`config.mk`:
```
export PLATFORM = sky130hd
export DESIGN_NAME = processor_reset_control
export DESIGN_NICKNAME = d
export VERILOG_FILES = /design/src/verilog/proc_reset_pkg.sv /design/src/verilog/processor_reset_control.sv
export SDC_FILE = /design/constraint.sdc
export NUM_CORES = 1
export LEC_CHECK = 0
export ABC_AREA = 1
export BUFFER_PORTS_ARGS = -buffer_cell sky130_fd_sc_hd__buf_2
export CAP_MARGIN = 20
export CORE_ASPECT_RATIO = 1.1
export CORE_MARGIN = 2
export CORE_UTILIZATION = 35
export CTS_CLUSTER_SIZE = 8
export DETAILED_ROUTE_END_ITERATION = 16
export GPL_ROUTABILITY_DRIVEN = 0
export SLEW_MARGIN = 20
export SYNTH_ARGS = -nofsm -noshare
export SYNTH_HDL_FRONTEND = slang
export SYNTH_SLANG_ARGS = --single-unit
```
`constraint.sdc`:
```
create_clock -name mclk_in -period 1.8 [get_ports mclk_in]
set_input_delay 0.09 -clock mclk_in [delete_from_list [all_inputs] [get_ports mclk_in]]
set_output_delay 0.09 -clock mclk_in [all_outputs]
set_load 0.05 [all_outputs]
```
`src/verilog/proc_reset_pkg.sv`:
```
package proc_reset_pkg;

  // ----------------------------------------------------------------
  // Reset hold minimums, in reference clock cycles
  // ----------------------------------------------------------------
  localparam int unsigned MIN_RESET_CYCLES_DIV2 = 32;
  localparam int unsigned MIN_RESET_CYCLES_DIV1 = 10000;
  localparam int unsigned RESET_CNT_W           = 14;

  // ----------------------------------------------------------------
  // Initialization sequence length, in core clock enables
  // ----------------------------------------------------------------
  localparam int unsigned INIT_CYCLES = 16;
  localparam int unsigned INIT_CNT_W  = 8;

  // ----------------------------------------------------------------
  // Levels and reset values
  // ----------------------------------------------------------------
  localparam logic RATIO_DIV1       = 1'h1;
  localparam logic RATIO_DIV2       = 1'h0;
  localparam logic EXT_RESET_ACTIVE = 1'h0;
  localparam logic SYNC_RESET_VALUE = 1'h0;

  typedef enum logic [1:0] {
    SEQ_RESET,
    SEQ_INIT,
    SEQ_RUN
  } seq_state_t;

  typedef enum logic {
    HOLD_IDLE,
    HOLD_GRANTED
  } hold_state_t;

endpackage

```
`src/verilog/processor_reset_control.sv`:
```
`timescale 1ns/1ps
`default_nettype none

module processor_reset_control
  import proc_reset_pkg::*;
#(
  parameter int unsigned MIN_DIV1_CYCLES = MIN_RESET_CYCLES_DIV1,
  parameter int unsigned MIN_DIV2_CYCLES = MIN_RESET_CYCLES_DIV2,
  parameter int unsigned INIT_LEN        = INIT_CYCLES
) (
  input  wire logic mclk_in,
  input  wire logic reset_in,
  input  wire logic ext_reset_n_in,
  input  wire logic clock_ratio_select_in,
  input  wire logic hold_request_in,
  input  wire logic bus_idle_in,
  output var  logic core_clock_enable_out,
  output var  logic core_reset_out,
  output var  logic pins_in_reset_out,
  output var  logic init_start_out,
  output var  logic init_active_out,
  output var  logic bus_release_acknowledge_out,
  output var  logic reset_too_short_out
);

  // ----------------------------------------------------------------
  // Pin synchronisers
  // ----------------------------------------------------------------
  logic rst_meta_q;
  logic rst_sync_q;
  logic ratio_meta_q;
  logic ratio_sync_q;
  logic hold_meta_q;
  logic hold_sync_q;

  always_ff @(posedge mclk_in) begin
    if (reset_in) begin
      rst_meta_q <= EXT_RESET_ACTIVE;
      rst_sync_q <= EXT_RESET_ACTIVE;
    end else begin
      rst_meta_q <= ext_reset_n_in;
      rst_sync_q <= rst_meta_q;
    end
  end

  always_ff @(posedge mclk_in) begin
    if (reset_in) begin
      ratio_meta_q <= SYNC_RESET_VALUE;
      ratio_sync_q <= SYNC_RESET_VALUE;
      hold_meta_q  <= SYNC_RESET_VALUE;
      hold_sync_q  <= SYNC_RESET_VALUE;
    end else begin
      ratio_meta_q <= clock_ratio_select_in;
      ratio_sync_q <= ratio_meta_q;
      hold_meta_q  <= hold_request_in;
      hold_sync_q  <= hold_meta_q;
    end
  end

  logic ext_reset_active;
  assign ext_reset_active = (rst_sync_q == EXT_RESET_ACTIVE);

  // ----------------------------------------------------------------
  // Clock ratio capture
  // ----------------------------------------------------------------
  // Ratio is only taken while reset is held; a change while running
  // would tear the core clock, so it is ignored until the next reset.
  logic ratio_q;

  always_ff @(posedge mclk_in) begin
    if (reset_in) begin
      ratio_q <= RATIO_DIV2;
    end else if (ext_reset_active) begin
      ratio_q <= ratio_sync_q;
    end
  end

  // ----------------------------------------------------------------
  // Core clock enable divider
  // ----------------------------------------------------------------
  logic div_phase_q;
  logic core_en_d;

  always_comb begin
    core_en_d = (ratio_q == RATIO_DIV1) ? 1'h1 : div_phase_q;
  end

  always_ff @(posedge mclk_in) begin
    if (reset_in) begin
      div_phase_q           <= 1'h0;
      core_clock_enable_out <= 1'h0;
    end else begin
      div_phase_q           <= ~div_phase_q;
      core_clock_enable_out <= core_en_d;
    end
  end

  // ----------------------------------------------------------------
  // Reset hold length monitor
  // ----------------------------------------------------------------
  logic [RESET_CNT_W-1:0] hold_cnt_q;
  logic [RESET_CNT_W-1:0] min_cycles;

  assign min_cycles = (ratio_q == RATIO_DIV1) ? RESET_CNT_W'(MIN_DIV1_CYCLES)
                                              : RESET_CNT_W'(MIN_DIV2_CYCLES);

  always_ff @(posedge mclk_in) begin
    if (reset_in) begin
      hold_cnt_q <= '0;
    end else if (!ext_reset_active) begin
      hold_cnt_q <= '0;
    end else if (hold_cnt_q != '1) begin
      hold_cnt_q <= hold_cnt_q + RESET_CNT_W'(1);
    end
  end

  logic release_edge;
  assign release_edge = !ext_reset_active && core_reset_out;

  always_ff @(posedge mclk_in) begin
    if (reset_in) begin
      reset_too_short_out <= 1'h0;
    end else if (release_edge) begin
      reset_too_short_out <= (hold_cnt_q < min_cycles);
    end else if (ext_reset_active) begin
      reset_too_short_out <= 1'h0;
    end
  end

  // ----------------------------------------------------------------
  // Reset and initialization sequencer
  // ----------------------------------------------------------------
  seq_state_t             seq_q;
  logic [INIT_CNT_W-1:0]  init_cnt_q;

  always_ff @(posedge mclk_in) begin
    if (reset_in) begin
      seq_q      <= SEQ_RESET;
      init_cnt_q <= '0;
    end else if (ext_reset_active) begin
      seq_q      <= SEQ_RESET;
      init_cnt_q <= '0;
    end else begin
      unique case (seq_q)
        SEQ_RESET: begin
          seq_q      <= SEQ_INIT;
          init_cnt_q <= '0;
        end
        SEQ_INIT: begin
          if (core_en_d) begin
            if (init_cnt_q == INIT_CNT_W'(INIT_LEN - 1)) begin
              seq_q <= SEQ_RUN;
            end
            init_cnt_q <= init_cnt_q + INIT_CNT_W'(1);
          end
        end
        SEQ_RUN: begin
          seq_q <= SEQ_RUN;
        end
        // Unused fourth code falls back to reset
        default: begin
          seq_q      <= SEQ_RESET;
          init_cnt_q <= '0;
        end
      endcase
    end
  end

  always_ff @(posedge mclk_in) begin
    if (reset_in) begin
      core_reset_out    <= 1'h1;
      pins_in_reset_out <= 1'h1;
      init_start_out    <= 1'h0;
      init_active_out   <= 1'h0;
    end else begin
      core_reset_out    <= ext_reset_active;
      pins_in_reset_out <= ext_reset_active;
      init_start_out    <= !ext_reset_active && (seq_q == SEQ_RESET);
      init_active_out   <= !ext_reset_active && (seq_q != SEQ_RUN);
    end
  end

  // ----------------------------------------------------------------
  // Bus hold arbitration
  // ----------------------------------------------------------------
  // Deliberately not reset by the external reset pin, only by the
  // block's own reset, so arbitration survives a processor reset.
  hold_state_t hold_q;

  always_ff @(posedge mclk_in) begin
    if (reset_in) begin
      hold_q <= HOLD_IDLE;
    end else begin
      unique case (hold_q)
        HOLD_IDLE: begin
          if (hold_sync_q && (bus_idle_in || ext_reset_active)) begin
            hold_q <= HOLD_GRANTED;
          end
        end
        HOLD_GRANTED: begin
          if (!hold_sync_q) begin
            hold_q <= HOLD_IDLE;
          end
        end
      endcase
    end
  end

  always_ff @(posedge mclk_in) begin
    if (reset_in) begin
      bus_release_acknowledge_out <= 1'h0;
    end else begin
      bus_release_acknowledge_out <= (hold_q == HOLD_GRANTED);
    end
  end

endmodule

`default_nettype wire
```
## After elaboration in Yosys (flattened, before gate mapping)

Cells that the tools add are included.

| storage, ports and cells | value |
|---|---|
| input port bits | 6 |
| register bits | 39 |

| cells by class | value |
|---|---|
| add/sub/neg operators | 2 |
| muxes and demuxes | 12 |
| $lt $le $gt $ge | 1 |
| equal/unequal tests | 8 |
| bitwise gates (word level) | 4 |
| reductions and logical operators | 10 |

Operators by type and width:

| kind | count |
|---|---|
| $pmux W8 S2 | 1 |
| $add A14 B1 Y14 const B | 1 |
| $lt A14 B14 Y1 | 1 |
| $mux W14 | 1 |
| $ne A14 B14 Y1 const B | 1 |
| $add A8 B1 Y8 const B | 1 |
| $eq A8 B4 Y1 const B | 1 |
| $mux W8 | 1 |
| $ne A2 B2 Y1 const B | 3 |
| $pmux W2 S3 | 1 |
| $mux W1 | 5 |
| $logic_and A1 B1 Y1 | 4 |
| $mux W2 | 2 |
| $not A1 Y1 | 4 |
| $reduce_and A2 Y1 | 2 |
| $reduce_or A2 Y1 | 2 |
| $eq A2 B1 Y1 const B | 1 |
| $eq A2 B2 Y1 const B | 1 |
| $logic_not A2 Y1 | 1 |
| $ne A2 B1 Y1 const B | 1 |
| $pmux W1 S2 | 1 |
| $logic_or A1 B1 Y1 | 1 |

## Longest topological paths before layout

| logic depth | value |
|---|---|
| depth after elaboration | 5 |
| depth in mapped cells | 10 |

## Worst setup path after synthesis

Ideal clock, no wire load.

| timing path | value |
|---|---|
| path kind | flip-flop to flip-flop |
| start point | register hold_cnt_q[0] |
| end point | register hold_cnt_q[11] |
| arrival time | 1307 ps |
| path slack | 436 ps |
| stages on the path, launching flop included | 11 |
| clock period less this slack | 1364 ps |
| path through | dfxtp_1 -> ha_1 -> inv_2 -> nor2_4 -> nand2_2 -> nor2_2 -> nand3_2 -> buf_6 -> nand3_1 -> nand2_1 -> inv_1 |

| between the ends | value |
|---|---|
| cells in the longest elaborated chain, start to end | 1 |
| elaborated cells on any way between the ends | 2 |
| those cells by class | 1 x add/sub; 1 x eq/ne |

RTL lines:

| element | line | text |
|---|---|---|
| start: declaration | processor_reset_control.sv:101 | `logic [RESET_CNT_W-1:0] hold_cnt_q;` |
| start signal: assignment | processor_reset_control.sv:113 | `hold_cnt_q <= hold_cnt_q + RESET_CNT_W'(1);` |
| $add A14 B1 Y14 or $ne A14 B14 Y1 (tied branches) | processor_reset_control.sv:113, processor_reset_control.sv:112 |  |

Parallel ways exist; a longest one is shown, timed or not.
A chain may end at the register's enable or synchronous reset.

## Worst setup path after layout

| timing path | value |
|---|---|
| start point | register hold_cnt_q[0] |
| end point | register hold_cnt_q[1] |

The elaborated chain is that of the path after synthesis.

==> metrics.yaml <==
avgViaCountPerCell: 4.45
worst_setup_path_end_kind: "register"
critPathBufInv: 1
antennaDiodeCount: 0
drv_cap: 0
ios: 13
grt_pass1_vias: 1565
cp_top_family: "simple AND/OR/NAND/NOR gates"
cts_buffers: 5
clockPowerShare_pct: 39.5
clock-skew-final_ns: 0.0114
seqCellArea_sq_um: 781
cp.arrival_ns: 1.79
drive_gt1_share_pct: 11.4
coreArea_sq_um: 5330
path_cells: "ha_1 -> inv_2 -> nor2_4 -> nand4_1 -> nor2_1 -> nand2_1 -> a21oi_1"
tritoncts: "yes"
die_x_um: 74.7
cp_slowest_cell: "dfxtp_1"
max_freq_mhz: 636
p_sw_share_pct: 22.8
hold_class: "in2reg"
largest_register: "hold_cnt_q"
hpwl_mm: 2.73
clk_pin_slew_ns: 0.07
power.switching_uw: 373
p_per_area_nw_per_um2: 739
h-tree-depth: 2
row_count: 28
grt_pass1_wl_mm: 6.29
ys_ff_latch: 39
setup_viol: 0
clock_latency_ns: 0.29
synth_cell_types: 28
root_buffer: "clkbuf_8"
yosys.area.top_type_share_pct: 40.6
drt_wl_total_mm: 3.59
drt_iter0_markers: 71
synth_area_leaders: "dfxtp_1, nand2_1, inv_1"
fin_crit_sh_pct: 87.3
finalInstanceArea_sq_um: 2220
die_y_um: 81.7
nets: 315
ff2ff_setup_slack_ns: 0.23
hold_path_end: "hold_q"
share_comb_of_total_power_pct: 6.0
drt-pass1-iter-count: 4
crit_required_ns: 2.02
gr-total-overflow: 0
clock_path_buffers: 2
area_growth_pct: 15.4
startpoint_type: "register"
p_leak_uw: 0.000968
grt_use_total_pct: 13.2
synth.net_count: 292
ys_seq_area_share_pct: 40.6
rsz0062_at_grt: "false"
yosysTopAreaCell: "dfxtp_1"
fillers: 585
holdPathStages: 3
finalHoldViolations: 0
crit_type: "reg2reg"
synth_edf_count: 0
post_cts_buffers: 0
die-area_sq_um: 6100
tns_ns: 0
drv_slew: 0
peakVddDrop_uv: 649
largest_register_ffs: 14
p_total_uw: 1640
clkSinkCount: 39
start_util_pct: 36.1
avgSynthCellArea_sq_um: 6.99
ys_warn_count: 0
worstMarginPinSlew_ns: 0.371
crit-reg2reg-launch: "hold_cnt_q[0]"
synth_ff_type: "dfxtp_1"
hp-start: "bus_idle_in"
grt_start_max_net_pins: 15
period_minus_slack_ns: 1.57
r2r-end: "hold_cnt_q[1]"
synthesis.area_sq_um: 1920
detail_route.wl_per_cell_um: 9.60
outcome: "finished clean"
ff2ff_path_depth: 7
portBuffers: 12
drc_errors: 0
num_vias: 1666
antenna_found_initial: 0
cts_resized: 0
ant_nets: 0
cts_hold_buf: 3
syn_inst: 275
slowest_delay_ns: 0.39
multi_input_area_sq_um: 942
p_int_uw: 1260
synth-async-reset-ratio_pct: 0
worst-path-stages: 7
dpl_cell_area_sq_um: 2080
slew_headroom_pct: 75.2
crit_fanout: 5
power.share.sequential_pct: 54.5
largestRegisters: "hold_cnt_q: 14 flops, init_cnt_q: 8 flops, seq_q: 2 flops"
-- kinds of logic after synthesis --
family                     Yosys count  share of synthesized area (%)
and+or+nand+nor                    143                           32.0
buffers and inverters               50                           10.4
DFF                                 39                           40.6
AOI/OAI and AO/OA                   31                           9.38
adders and majority gates           11                           7.16
xor gates and xnor gates             1                          0.456
-- cell type report --
cell class	instances	share of cell area, %
clock buffer	7	4.35
timing repair buffer	19	5.42
tap	75	4.23
multi-input combinational	186	42.5
sequential	39	35.2
clock inverter	1	0.339
inverter	47	7.96
-- power groups by stage --
stage | Combinational [uW] | Sequential, uW | Clock [uW]
6_report | 97.9 | 893 | 647
5_1_grt | 111 | 895 | 710
4_1_cts | 99.0 | 893 | 675
3_5_place_dp | 93.9 | 913 | 0
3_3_place_gp | 92.6 | 913 | 0
2_1_floorplan | 53.8 | 926 | 0
-- placed cells by master, fill, tap and decap left out --
cell	count
inv_2	1
clkinvlp_4	1
buf_4	4
clkbuf_8	7
o21ai_0	8
dfxtp_1	39
o21a_1	1
xor2_1	1
nand3_1	12
nand4_1	7
nor2_1	44
a211oi_1	1
nor2_2	3
or2_1	1
a21boi_0	1
a21oi_1	11
nor3_4	1
nor3_1	4
a21oi_2	1
nor2_4	1
nand3_2	1
o21bai_1	1
nand2_2	2
buf_2	12
ha_1	11
dlygate4sd3_1	3
a31oi_1	6
inv_1	46
o311ai_0	1
nand2_1	67
-- metal layers --
| metal | share of wire, % | track usage (%) | routed length [um] | vias to the layer above |
|---|---|---|---|---|
| li1 | - | - | - | 909 |
| met2 | 49 | 24.0 | 1750 | 23 |
| met3 | 3.3 | 3.68 | 119 | 5 |
| met5 | 0 | 0 | 0 | - |
| met1 | 47 | 15.5 | 1690 | 729 |
| met4 | 0.95 | 2.68 | 34 | 0 |
-- worst max-delay path by stage --
stage | end | start | slack [ns]
after CTS | hold_cnt_q[0] | hold_cnt_q[0] | 0.23
after global routing | hold_cnt_q[0] | hold_cnt_q[0] | 0.03
after global placement | hold_cnt_q[1] | hold_cnt_q[0] | 0.26
after floorplan | hold_cnt_q[11] | hold_cnt_q[0] | 0.44
final | hold_cnt_q[1] | hold_cnt_q[0] | 0.23
after detailed placement | hold_cnt_q[0] | hold_cnt_q[0] | 0.24
-- stage by stage --
stage	setup slack, ns	hold slack (ns)	std cells	util (%)
floorplan	0.436	0.159	275	-
detailed placement	0.240	0.297	363	39.1
global route	0.0259	0.129	374	41.6
global placement	0.260	0.288	363	39.1
finish	0.228	0.0717	374	41.6
CTS	0.226	0.0643	374	41.6
-- synth_stat cells (2+ instances only) --
library cell  number
a21oi_1           11
nand2_1           67
dfxtp_1           39
a31oi_1            6
nand3_1           12
inv_1             46
nor2_1            44
o21ai_0            8
ha_1              11
nor2_2             3
nand2_2            2
nor3_1             4
nand4_1            7
-- worst reg2reg max path, cell delays in order, from the launching register on --
cell     delay, ns
dfxtp_1       0.39
ha_1          0.25
inv_2         0.08
nor2_4        0.14
nand4_1       0.18
nor2_1        0.26
nand2_1       0.09
a21oi_1       0.14
Note: power is estimated with default switching activity, not from simulation.
